===== src/design/sksf_defines.svh =====
// Constants of the sense-key-specific byte formatter
// Notes on behaviour
// - Sense key selects layout of bytes 15-17
// - Key 5h: valid, C/D, bit pointer fields, field pointer
// - Illegal-request valid flag set when content meaningful
// - C/D set for CDB, clear for data-out
// - BIT_POINTER_VALID set only when bit pointer significant
// - Bit pointer names MSB of bad field
// - Field pointer names MSB byte, from zero
// - Keys 1h,4h,3h report retry count MSB first
// - Retry layout valid flag tracks count validity
// - Retry count equals retries actually performed; the counter here saturates at FFFFh
// - Key 2h content only during immediate format
// - Progress numerator over 10000h in bytes 16-17
// - Progress valid in bit 7, rest reserved
`ifndef SKSF_DEFINES_SVH
`define SKSF_DEFINES_SVH

`define SKSF_ADDR_CTRL      8'h00
`define SKSF_ADDR_POINTER   8'h04
`define SKSF_ADDR_RETRY     8'h08
`define SKSF_ADDR_BYTES     8'h0C
`define SKSF_ADDR_INT_STAT  8'h10
`define SKSF_ADDR_INT_CLR   8'h14
`define SKSF_ADDR_INT_EN    8'h18
`define SKSF_ADDR_FORMAT    8'h1C

`define SKSF_POS_FIELD_PTR  0
`define SKSF_POS_BIT_PTR    16
`define SKSF_POS_BIT_PTR_VALID 19
`define SKSF_POS_CMD_DATA   20
`define SKSF_POS_PTR_VALID  21
`define SKSF_POS_RTY_VALID  16
`define SKSF_POS_RTY_CLEAR  17

`define SKSF_KEY_RECOVERED  4'h1
`define SKSF_KEY_NOT_READY  4'h2
`define SKSF_KEY_MEDIUM     4'h3
`define SKSF_KEY_HARDWARE   4'h4
`define SKSF_KEY_ILLEGAL    4'h5

`define SKSF_OPC_FORMAT     8'h04
`define SKSF_RETRY_MAX      16'hFFFF

`define SKSF_INT_FMT_START  0
`define SKSF_INT_RTY_SAT    1
`define SKSF_INT_FMT_DONE   2
`define SKSF_INT_WIDTH      3

`define SKSF_RST_WORD       32'h0000_0000
`define SKSF_RST_BYTES      24'h00_0000

`endif


===== src/design/sksf_pkg.sv =====
// Types shared by the sense-key-specific byte formatter
package sksf_pkg;

  typedef struct packed {
    logic        ptrValid;
    logic        cmdData;
    logic        bitPointerValid;
    logic [2:0]  bitPointer;
    logic [15:0] fieldPointer;
  } sksf_ptr_type;

  typedef struct packed {
    logic [7:0] byte15;
    logic [7:0] byte16;
    logic [7:0] byte17;
  } sksf_bytes_type;

  typedef enum logic [1:0] {
    SKSF_FMT_IDLE = 2'b00,
    SKSF_FMT_RUN  = 2'b01
  } sksf_fmt_type;

endpackage


===== src/design/sksf_layout.sv =====
// Selects and packs the layout of sense bytes 15 to 17 from the sense key
`timescale 1ns/1ps
`include "sksf_defines.svh"

module sksf_layout (
  input  wire logic                    [3:0]  senseKey,
  input  wire sksf_pkg::sksf_ptr_type         errPtr,
  input  wire logic                    [15:0] retryCount,
  input  wire logic                           retryValid,
  input  wire logic                    [15:0] progress,
  input  wire logic                           progressValid,
  input  wire logic                           formatActive,
  output sksf_pkg::sksf_bytes_type            bytesOut
);

  always_comb begin
    bytesOut = `SKSF_RST_BYTES;
    case (senseKey)
      `SKSF_KEY_ILLEGAL: begin
        // Nothing meaningful means all three bytes stay zero
        if (errPtr.ptrValid) begin
          bytesOut.byte15[7] = 1'b1;
          bytesOut.byte15[6] = errPtr.cmdData;
          bytesOut.byte15[3] = errPtr.bitPointerValid;
          // A meaningless bit pointer is not passed through
          if (errPtr.bitPointerValid) begin
            bytesOut.byte15[2:0] = errPtr.bitPointer;
          end
          bytesOut.byte16 = errPtr.fieldPointer[15:8];
          bytesOut.byte17 = errPtr.fieldPointer[7:0];
        end
      end
      `SKSF_KEY_RECOVERED, `SKSF_KEY_MEDIUM, `SKSF_KEY_HARDWARE: begin
        if (retryValid) begin
          bytesOut.byte15[7] = 1'b1;
          bytesOut.byte16 = retryCount[15:8];
          bytesOut.byte17 = retryCount[7:0];
        end
      end
      `SKSF_KEY_NOT_READY: begin
        if (formatActive && progressValid) begin
          bytesOut.byte15[7] = 1'b1;
          bytesOut.byte16 = progress[15:8];
          bytesOut.byte17 = progress[7:0];
        end
      end
      default: begin
        bytesOut = `SKSF_RST_BYTES;
      end
    endcase
  end

endmodule


===== src/design/sksf_top.sv =====
// APB-controlled formatter of sense bytes 15 to 17 with retry and format tracking
`timescale 1ns/1ps
`include "sksf_defines.svh"

module sksf_top (
  input  wire logic                            clk_sys,
  input  wire logic                            resetn,
  input  wire logic                            psel,
  input  wire logic                            penable,
  input  wire logic                            pwrite,
  input  wire logic                     [7:0]  paddr,
  input  wire logic                     [31:0] pwdata,
  output logic                          [31:0] prdata,
  output logic                                 pready,
  output logic                                 pslverr,
  input  wire logic                            retryStep,
  input  wire logic                            retryClear,
  input  wire logic                            cmdStart,
  input  wire logic                     [7:0]  cmdOpcode,
  input  wire logic                            cmdImmediate,
  input  wire logic                            formatDone,
  input  wire logic                     [15:0] formatProgress,
  input  wire logic                            formatProgressValid,
  output sksf_pkg::sksf_bytes_type             senseBytes,
  output logic                                 irq
);

  logic                     [3:0]               senseKey;
  sksf_pkg::sksf_ptr_type                       errPtr;
  logic                     [15:0]              retryCount;
  logic                                         retryValid;
  sksf_pkg::sksf_fmt_type                       fmtState;
  logic                     [`SKSF_INT_WIDTH-1:0] intStatus;
  logic                     [`SKSF_INT_WIDTH-1:0] intEnable;
  sksf_pkg::sksf_bytes_type                     next_senseBytes;
  logic                     [31:0]              next_prdata;
  logic                                         next_pslverr;
  logic                                         wrAccess;
  logic                                         rdSetup;
  logic                                         formatStart;
  logic                                         formatActive;
  logic                                         retrySat;
  logic                                         retryClrSw;
  logic                     [`SKSF_INT_WIDTH-1:0] intEvents;
  logic                     [`SKSF_INT_WIDTH-1:0] intClear;

  function automatic logic addrMapped(input logic [7:0] addr);
    case (addr)
      `SKSF_ADDR_CTRL, `SKSF_ADDR_POINTER, `SKSF_ADDR_RETRY, `SKSF_ADDR_BYTES,
      `SKSF_ADDR_INT_STAT, `SKSF_ADDR_INT_CLR, `SKSF_ADDR_INT_EN,
      `SKSF_ADDR_FORMAT: begin
        addrMapped = 1'b1;
      end
      default: begin
        addrMapped = 1'b0;
      end
    endcase
  endfunction

  function automatic logic wrHit(input logic       wr,
                                 input logic [7:0] addr,
                                 input logic [7:0] target);
    wrHit = wr && (addr == target);
  endfunction

  // Zero-wait slave: pready rises in the first access cycle
  assign wrAccess = psel && penable && pready && pwrite;
  assign rdSetup  = psel && !penable;

  // Only an immediate format unit opens the progress window
  assign formatStart  = cmdStart && (cmdOpcode == `SKSF_OPC_FORMAT) && cmdImmediate;
  assign formatActive = (fmtState == sksf_pkg::SKSF_FMT_RUN);
  assign retrySat     = retryStep && (retryCount == `SKSF_RETRY_MAX - 16'h0001);
  assign retryClrSw   = wrHit(wrAccess, paddr, `SKSF_ADDR_RETRY)
                        && pwdata[`SKSF_POS_RTY_CLEAR];

  assign intEvents = {formatActive && formatDone, retrySat, formatStart};
  assign intClear  = wrHit(wrAccess, paddr, `SKSF_ADDR_INT_CLR)
                     ? pwdata[`SKSF_INT_WIDTH-1:0] : '0;

  always_comb begin
    next_prdata  = `SKSF_RST_WORD;
    next_pslverr = !addrMapped(paddr);
    case (paddr)
      `SKSF_ADDR_CTRL: begin
        next_prdata[3:0] = senseKey;
      end
      `SKSF_ADDR_POINTER: begin
        next_prdata[`SKSF_POS_PTR_VALID]              = errPtr.ptrValid;
        next_prdata[`SKSF_POS_CMD_DATA]               = errPtr.cmdData;
        next_prdata[`SKSF_POS_BIT_PTR_VALID]          = errPtr.bitPointerValid;
        next_prdata[`SKSF_POS_BIT_PTR +: 3]           = errPtr.bitPointer;
        next_prdata[`SKSF_POS_FIELD_PTR +: 16]        = errPtr.fieldPointer;
      end
      `SKSF_ADDR_RETRY: begin
        next_prdata[15:0]                    = retryCount;
        next_prdata[`SKSF_POS_RTY_VALID]     = retryValid;
      end
      `SKSF_ADDR_BYTES: begin
        next_prdata[23:0] = senseBytes;
      end
      `SKSF_ADDR_INT_STAT: begin
        next_prdata[`SKSF_INT_WIDTH-1:0] = intStatus;
      end
      `SKSF_ADDR_INT_EN: begin
        next_prdata[`SKSF_INT_WIDTH-1:0] = intEnable;
      end
      `SKSF_ADDR_FORMAT: begin
        next_prdata[16]   = formatActive;
        next_prdata[17]   = formatProgressValid;
        next_prdata[15:0] = formatProgress;
      end
      default: begin
        next_prdata = `SKSF_RST_WORD;
      end
    endcase
  end

  // APB answer
  always_ff @(posedge clk_sys) begin
    if (!resetn) begin
      pready  <= 1'b0;
      pslverr <= 1'b0;
      prdata  <= `SKSF_RST_WORD;
    end else begin
      pready  <= rdSetup;
      pslverr <= rdSetup && next_pslverr;
      if (rdSetup && !pwrite) begin
        prdata <= next_prdata;
      end
    end
  end

  // Sense key and error pointer written by firmware
  always_ff @(posedge clk_sys) begin
    if (!resetn) begin
      senseKey <= 4'h0;
      errPtr   <= '0;
    end else begin
      if (wrHit(wrAccess, paddr, `SKSF_ADDR_CTRL)) begin
        senseKey <= pwdata[3:0];
      end
      if (wrHit(wrAccess, paddr, `SKSF_ADDR_POINTER)) begin
        errPtr.ptrValid        <= pwdata[`SKSF_POS_PTR_VALID];
        errPtr.cmdData         <= pwdata[`SKSF_POS_CMD_DATA];
        errPtr.bitPointerValid <= pwdata[`SKSF_POS_BIT_PTR_VALID];
        errPtr.bitPointer      <= pwdata[`SKSF_POS_BIT_PTR +: 3];
        errPtr.fieldPointer    <= pwdata[`SKSF_POS_FIELD_PTR +: 16];
      end
    end
  end

  // Retry counter: a step in the clearing cycle still counts, so no retry is lost
  always_ff @(posedge clk_sys) begin
    if (!resetn) begin
      retryCount <= 16'h0000;
    end else if (retryClear || retryClrSw) begin
      retryCount <= retryStep ? 16'h0001 : 16'h0000;
    end else if (retryStep && (retryCount != `SKSF_RETRY_MAX)) begin
      retryCount <= retryCount + 16'h0001;
    end
  end

  always_ff @(posedge clk_sys) begin
    if (!resetn) begin
      retryValid <= 1'b0;
    end else if (wrHit(wrAccess, paddr, `SKSF_ADDR_RETRY)) begin
      retryValid <= pwdata[`SKSF_POS_RTY_VALID];
    end
  end

  // Format window; a new immediate format restarts it even if one runs
  always_ff @(posedge clk_sys) begin
    if (!resetn) begin
      fmtState <= sksf_pkg::SKSF_FMT_IDLE;
    end else begin
      case (fmtState)
        sksf_pkg::SKSF_FMT_IDLE: begin
          if (formatStart) begin
            fmtState <= sksf_pkg::SKSF_FMT_RUN;
          end
        end
        sksf_pkg::SKSF_FMT_RUN: begin
          if (formatDone && !formatStart) begin
            fmtState <= sksf_pkg::SKSF_FMT_IDLE;
          end
        end
        default: begin
          fmtState <= sksf_pkg::SKSF_FMT_IDLE;
        end
      endcase
    end
  end

  // Sticky status: a new event wins over a clear in the same cycle
  always_ff @(posedge clk_sys) begin
    if (!resetn) begin
      intStatus <= '0;
      intEnable <= '0;
      irq       <= 1'b0;
    end else begin
      intStatus <= (intStatus & ~intClear) | intEvents;
      if (wrHit(wrAccess, paddr, `SKSF_ADDR_INT_EN)) begin
        intEnable <= pwdata[`SKSF_INT_WIDTH-1:0];
      end
      irq <= |(intStatus & intEnable);
    end
  end

  sksf_layout u_layout (
    .senseKey      (senseKey),
    .errPtr        (errPtr),
    .retryCount    (retryCount),
    .retryValid    (retryValid),
    .progress      (formatProgress),
    .progressValid (formatProgressValid),
    .formatActive  (formatActive),
    .bytesOut      (next_senseBytes)
  );

  always_ff @(posedge clk_sys) begin
    if (!resetn) begin
      senseBytes <= `SKSF_RST_BYTES;
    end else begin
      senseBytes <= next_senseBytes;
    end
  end
endmodule


===== config.mk =====
export PLATFORM = sky130hd
export DESIGN_NAME = sksf_top
export DESIGN_NICKNAME = d
export VERILOG_FILES = /design/src/design/sksf_pkg.sv /design/src/design/sksf_layout.sv /design/src/design/sksf_top.sv
export VERILOG_INCLUDE_DIRS = /design/src /design/src/design
export SDC_FILE = /design/constraint.sdc
export NUM_CORES = 1
export LEC_CHECK = 0
export ABC_AREA = 1
export BUFFER_PORTS_ARGS = -buffer_cell sky130_fd_sc_hd__buf_4
export CAP_MARGIN = 30
export CORE_MARGIN = 10
export CORE_UTILIZATION = 45
export CTS_CLUSTER_DIAMETER = 40
export DETAILED_ROUTE_END_ITERATION = 6
export GPL_ROUTABILITY_DRIVEN = 0
export MAX_ROUTING_LAYER = met4
export PLACE_DENSITY = 0.81
export SETUP_SLACK_MARGIN = 0.05
export SLEW_MARGIN = 40
export SYNTH_ARGS = -nofsm -noshare
export SYNTH_HDL_FRONTEND = slang
export SYNTH_HIERARCHICAL = 1
export SYNTH_SLANG_ARGS = --single-unit

===== constraint.sdc =====
create_clock -name clk_sys -period 1.6 [get_ports clk_sys]
set_input_delay 0.08 -clock clk_sys [delete_from_list [all_inputs] [get_ports clk_sys]]
set_output_delay 0.08 -clock clk_sys [all_outputs]
set_load 0.01 [all_outputs]

==> flow_summary.json, run 1 <==
{
  "ant_nets": 0,
  "postSynth.asyncResetShare_pct": 0,
  "critPathKind": "register to register",
  "layoutNonFillerInstCount": 1167,
  "grt.overflow.total": 0,
  "clock_insertion_delay_worst_skew_ns": 0.36,
  "start_kind": "register",
  "worst-endpoint-arrival_ns": 1.72,
  "cts.sinks": 101,
  "post-layout-total-power_uw": 5050,
  "worst_r2r_src": "retryCount[0]",
  "clock_skew_ns": 0.00848,
  "slew_headroom_pct": 55.0,
  "leakagePower_uw": 0.00343,
  "grt_antenna_before_repair": 0,
  "finalCritPeriodShare_pct": 91.8,
  "final_max_slew_viols": 0,
  "std_cell_rows": 40,
  "violations": "negative hold slack",
  "num_vias": 5888,
  "vdd_drop_max_mv": 0.462,
  "min-delay-path-class": "input port to register",
  "synth_enable_flop_cells": 0,
  "htree_num_levels": 3,
  "route.detailed.vias_per_inst": 5.05,
  "first_iter_violations": 680,
  "post_syn_area_mm2": 0.00556,
  "numCtsBuffers": 9,
  "n_antenna_cell": 0,
  "dpl.cell_count": 1126,
  "netlist.area_leader.share_pct": 36.4,
  "fp.dieH_um": 131,
  "remaining_drc_errors": 0,
  "most_common_cell_in_the_netlist": "nand2_1",
  "timing_worst_slew_pin_value_ns": 0.674,
  "synth_seq_cells": 101,
  "hold_slack_ns": -0.000187,
  "synth_cells": 859,
  "global_route_wire_length_before_repair_mm": 27.0,
  "reg2reg_to": "retryCount[2]",
  "multiInputGateArea_mm2": 0.00288,
  "io_buffers": 115,
  "post_synth.cell_area_avg_um2": 6.47,
  "worst_hold_path.endpoint": "senseKey[0]",
  "finalSetupTns_ns": 0,
  "timing.hold.worst.start": "pwdata[0]",
  "grt_pass1_vias": 5470,
  "number_of_cells_traversed_by_the_worst_register_to_register_path": 9,
  "route.detailed.wl_per_inst_um": 14.2,
  "dieArea_mm2": 0.0172,
  "post_synth_main_area_contributors": "dfxtp_1 36%, nand2_1 14%, nand3_1 7.9%",
  "yosys_warnings": 6,
  "synth.largest_area_cell": "dfxtp_1",
  "synth.top_cells.by_count": "212 x nand2_1, 112 x inv_1, 103 x nor2_1",
  "yosysUniqueCellTypes": 37,
  "max_cap_violations": 0,
  "horizontal_die_dimension_um": 131,
  "firstDrtPassIters": 6,
  "critical_path.endpoint_type": "register",
  "cts_tree": "yes",
  "floorplan.core_area_mm2": 0.0121,
  "regToRegSetupSlack_ns": 0.13,
  "setup_viol": 0,
  "powerDensity_mw_per_mm2": 703,
  "worstPathRequired_ns": 1.85,
  "yosysSeqAreaShare_pct": 36.4,
  "detail_route.wirelength_mm": 16.5,
  "outcome": "finished, violations left",
  "floorplan.initialDensity_pct": 46.1,
  "dp_hpwl_mm": 12.2,
  "worst_setup_hold_path_clk_slew_ns": 0.07,
  "fmaxAchievable_ghz": 0.681,
  "final_nets": 1071,
  "clock_tree.buffer_depth": 2,
  "rsz0062_at_grt": "no",
  "path_max_fanout": 8,
  "fillerInstances": 1084,
  "final_hold_viol_count": 1,
  "grt_max_degree": 60,
  "dominantRegCellSynth": "dfxtp_1",
  "globalRouteTotalUtil_pct": 19.1,
  "io_pins": 134,
  "fin_crit_ns": 1.47,
  "area_delta_synth_final_pct": 29.1,
  "root_buffer": "clkbuf_16",
  "layout.area.seq_mm2": 0.00203,
  "post_route_cells_drive_above_1_share_pct": 22.5,
  "min_path_cells": 3
}
repair_timing:
action | 4_1_cts | 5_1_grt
pin swaps | 0 | 7
setup endpoints to repair | 1 | 41
buffers inserted | 0 | 9
gates resized for setup | 1 | 15
hold buffers | 15 | 0
cloned | 0 | 1
endpoints found under the hold margin | 17 | 0
per-layer routing:
metal,vias to the layer above,track usage (%),part of all wire [%]
met5,-,-,0
met1,2635,24.4,43
met2,280,29.9,46
met4,0,6.06,1.9
li1,2947,-,-
met3,26,3.58,8.8
layout by cell type, fill, tap and decap left out, types with 4 or more instances in the layout:
cell | synthesis | routed
dfxtp_2 | 0 | 4
inv_2 | 7 | 7
nand3_2 | 2 | 4
o21ai_0 | 38 | 38
nand2_4 | 2 | 4
nor2_2 | 5 | 6
clkinvlp_4 | 0 | 4
nand3_1 | 88 | 86
nor2_1 | 103 | 101
buf_4 | 13 | 141
a21oi_1 | 42 | 42
inv_1 | 112 | 112
buf_12 | 1 | 5
dlygate4sd3_1 | 0 | 15
dfxtp_1 | 101 | 96
clkbuf_16 | 0 | 9
nor2_4 | 6 | 7
nand2_2 | 18 | 19
nand3b_1 | 17 | 17
o21ai_1 | 28 | 28
nor3_1 | 4 | 4
nand2_1 | 212 | 209
nand4_1 | 7 | 7
conb_1 | 2 | 10
logic make-up after synthesis:
logic type | count (synthesis) | synth area share [%]
adder cells (fa/ha/maj) | 2 | 0.450
AND/OR/NAND/NOR | 470 | 38.6
flip-flops | 101 | 36.4
AO/OA/AOI/OAI | 117 | 11.1
other | 2 | 0.135
buffers and inverters | 167 | 13.3
metrics by stage:
step / utilization, % / setup slack, ns / cell area (um^2)
CTS: 58.4 / 0.0718 / 7040
global route: 59.5 / 0.0242 / 7180
finish: 59.5 / 0.131 / 7180
detailed placement: 54.7 / 0.0731 / 6600
global placement: 54.7 / 0.111 / 6600
floorplan: - / 0.0826 / 5590
state kept, by name, indices dropped and copies added, names as in the netlist:
signal	flops
senseKey	4
intEnable	3
intStatus	3
prdata	24
retryValid	1
irq	1
retryCount	16
pslverr	1
pready	1
fmtState	1
senseBytes	24
errPtr	22
worst max-delay path: stages, from the launching register on:
cell and delay (ns):
dfxtp_4 0.38, ha_2 0.19, inv_1 0.06, nor2_4 0.14
nand2_4 0.09, o21a_2 0.28, nand2_1 0.10, nand2_1 0.05
nand2_1 0.06, nor2_1 0.04
report_power, final:
group / switching, uW / internal [uW]
Sequential: 8.87 / 2520
Combinational: 205 / 201
Clock: 1000 / 1110
Total: 1220 / 3830
worst max path at each step:
stage / startpoint / end / slack (ns) / cells after the start
6_report: retryCount[0] / retryCount[2] / 0.13 / 9
5_1_grt: retryCount[1] / retryCount[15] / 0.02 / 9
4_1_cts: retryCount[0] / retryCount[3] / 0.07 / 8
3_5_place_dp: pready / retryCount[4] / 0.07 / 8
3_3_place_gp: retryCount[0] / retryCount[7] / 0.11 / 9
2_1_floorplan: retryCount[0] / retryCount[2] / 0.08 / 10
area by class of cell:
type / instances / share of cell area (%)
well taps: 168 / 2.93
multi-input cells: 600 / 40.2
flip-flops and latches: 101 / 28.3
clock inverters: 6 / 0.663
inverters: 121 / 6.36
repair buffers: 161 / 18.2
clock buffers: 10 / 3.33
Note: power is estimated with default switching activity, not from simulation.
==> run 2, diff against run 1 <==
Settings changed: CORE_ASPECT_RATIO set to 1.1.
==> run 2 against run 1 <==
The flow now finishes without violations. Final cell count is 1.6% lower. Combinational power is 2% lower. Maximum frequency decreased by 0.91%. Wire length is 1.1% higher. Utilization down 1.2 points. Design area fell by 1.8%. Via count fell by 0.49%. Clock power is 4% lower. Hold slack gained 0.0081 ns. Non-clock buffer count down 4. Critical path depth did not move. Critical path type unchanged. Largest cell class unchanged.
==> flow_summary.json, run 2 (synthesized netlist as in run 1, its figures left out) <==
{
  "outcome": "completed",
  "grt_pass1_vias": 5379,
  "grt.overflow.total": 0,
  "numCtsBuffers": 9,
  "floorplan.initialDensity_pct": 46.0,
  "postLayoutSetupSlackWorst_ns": 0.118,
  "horizontal_die_dimension_um": 126,
  "min-delay-path-class": "input port to register",
  "powerDensity_mw_per_mm2": 703,
  "final_hold_viol_count": 0,
  "timing_worst_slew_pin_value_ns": 0.677,
  "vdd_drop_max_mv": 0.494,
  "firstDrtPassIters": 6,
  "share_seq_of_total_power_pct": 51.2,
  "worstPathRequired_ns": 1.85,
  "slew_headroom_pct": 54.8,
  "leakagePower_uw": 0.00338,
  "route.detailed.wl_per_inst_um": 14.6,
  "std_cell_rows": 42,
  "clock_skew_ns": 0.00800,
  "cell_internal_pwr_uw": 3810,
  "cts.sinks": 101,
  "remaining_drc_errors": 0,
  "critPathKind": "register to register",
  "place_ws_ns": 0.0847,
  "area_delta_synth_final_pct": 26.8,
  "dieArea_mm2": 0.0172,
  "worst-endpoint-arrival_ns": 1.73,
  "grt_antenna_before_repair": 0,
  "cts_tree": "yes",
  "highest_count_cells_in_the_layout_ignoring_fill_and_taps": "211 x nand2_1, 139 x buf_4, 112 x inv_1",
  "first_iter_violations": 620,
  "io_buffers": 115,
  "root_buffer": "clkbuf_16",
  "dp_hpwl_mm": 12.5,
  "detail_route.wirelength_mm": 16.7,
  "floorplan.core_area_mm2": 0.0121,
  "clock_tree.buffer_depth": 2,
  "met2_track_demand_over_resource_in_global_routing_pct": 31.0,
  "stdcell_area_mm2": 0.00704,
  "io_pins": 134,
  "dpl_cell_area_mm2": 0.00657,
  "globalRouteTotalUtil_pct": 19.3,
  "max_cap_violations": 0,
  "route.detailed.vias_per_inst": 5.10,
  "groute.layer.met3.usage_pct": 3.02,
  "finalCritPeriodShare_pct": 92.7,
  "grt_busiest_layer": "met2",
  "netSwitchingFraction_pct": 23.1,
  "fmaxAchievable_ghz": 0.675,
  "finalSetupTns_ns": 0,
  "rsz0062_at_grt": "yes",
  "global_route_wire_length_before_repair_mm": 26.7,
  "power_switching_uw": 1140,
  "htree_num_levels": 3,
  "reg.largest.list": "prdata (24), senseBytes (24), errPtr (22)",
  "path_max_fanout": 8,
  "n_antenna_cell": 0,
  "fp.dieH_um": 137,
  "fin_crit_ns": 1.48,
  "comb_power_share_pct": 8.0,
  "worst_setup_hold_path_clk_slew_ns": 0.07,
  "p_clk_share_pct": 40.8,
  "final_nets": 1067,
  "mostFrequentLayoutCell": "nand2_1",
  "hold_slack_ns": 0.00787,
  "ant_nets": 0,
  "post_route_cells_drive_above_1_share_pct": 21.0,
  "critical_path.endpoint_type": "register",
  "grt_max_degree": 45,
  "clock_insertion_delay_worst_skew_ns": 0.35,
  "setup_viol": 0,
  "start_kind": "register",
  "final_max_slew_viols": 0,
  "num_vias": 5859,
  "met1_usage_pct": 23.5
}
run 2: changes by cell type in the layout (fill, tap and decap cells not counted), sizes merged:
cell,previous run,this run
clkinv,2,1
inv,121,120
buf,146,141
dlygate4sd3,15,16
clkbuf,10,14
clkinvlp,4,1
run 2: final cells by class:
type / count / area [um^2]
Multi-Input combinational cell: 600 / 2870
Tap cell: 154 / 193
Sequential cell: 101 / 2030
Timing Repair Buffer: 157 / 1230
Fill cell: 1106 / 5040
Clock inverter: 1 / 7.51
Clock buffer: 14 / 254
Inverter: 121 / 457
run 2: path summary, 6_finish.rpt:
kind / start / endpoint / slack, ns / cells after the start
setup / recovery: retryCount[1] / retryCount[8] / 0.12 / 9
hold / removal: penable / pready / 0.008 / 4
setup reg to reg: retryCount[1] / retryCount[8] / 0.12 / 9
hold reg to reg: intEnable[0] / intEnable[0] / 0.46 / 2
run 2: through the flow:
| stage | cells | total power [uW] | utilization, % |
|---|---|---|---|
| 2_1_floorplan | 867 | 2760 | - |
| 3_3_place_gp | 1115 | 2940 | 54.3 |
| 3_5_place_dp | 1115 | 2950 | 54.3 |
| 4_1_cts | 1146 | 4950 | 57.8 |
| 5_1_grt | 1148 | 5090 | 58.3 |
| 6_report | 1148 | 4950 | 58.3 |
run 2: layer usage:
layer | part of all wire (%) | vias up
li1 | - | 2937
met1 | 42 | 2625
met2 | 48 | 257
met3 | 7.5 | 40
met4 | 2.7 | 0
met5 | 0 | -
run 2: what timing repair did:
action	CTS	global route
endpoints found under the setup margin	0	32
hold buffers	16	0
hold endpoints to repair	18	0
setup buffers	0	1
resized for setup	0	11
run 2: power groups by stage:
stage	sequential [uW]	clock [uW]	combinational, uW
3_5_place_dp	2590	0	352
6_report	2530	2020	397
2_1_floorplan	2600	0	167
5_1_grt	2530	2130	432
3_3_place_gp	2590	0	348
4_1_cts	2540	2030	385
run 2: worst max-delay path, stage by stage, from the launching register on:
cell and delay [ns]:
dfxtp_4 0.38, ha_2 0.20, inv_1 0.08, nor2_4 0.14, nand2_4 0.09, o21a_4 0.25, nand3_1 0.09, nand2_1 0.06
nand2_1 0.06, nor2_1 0.04
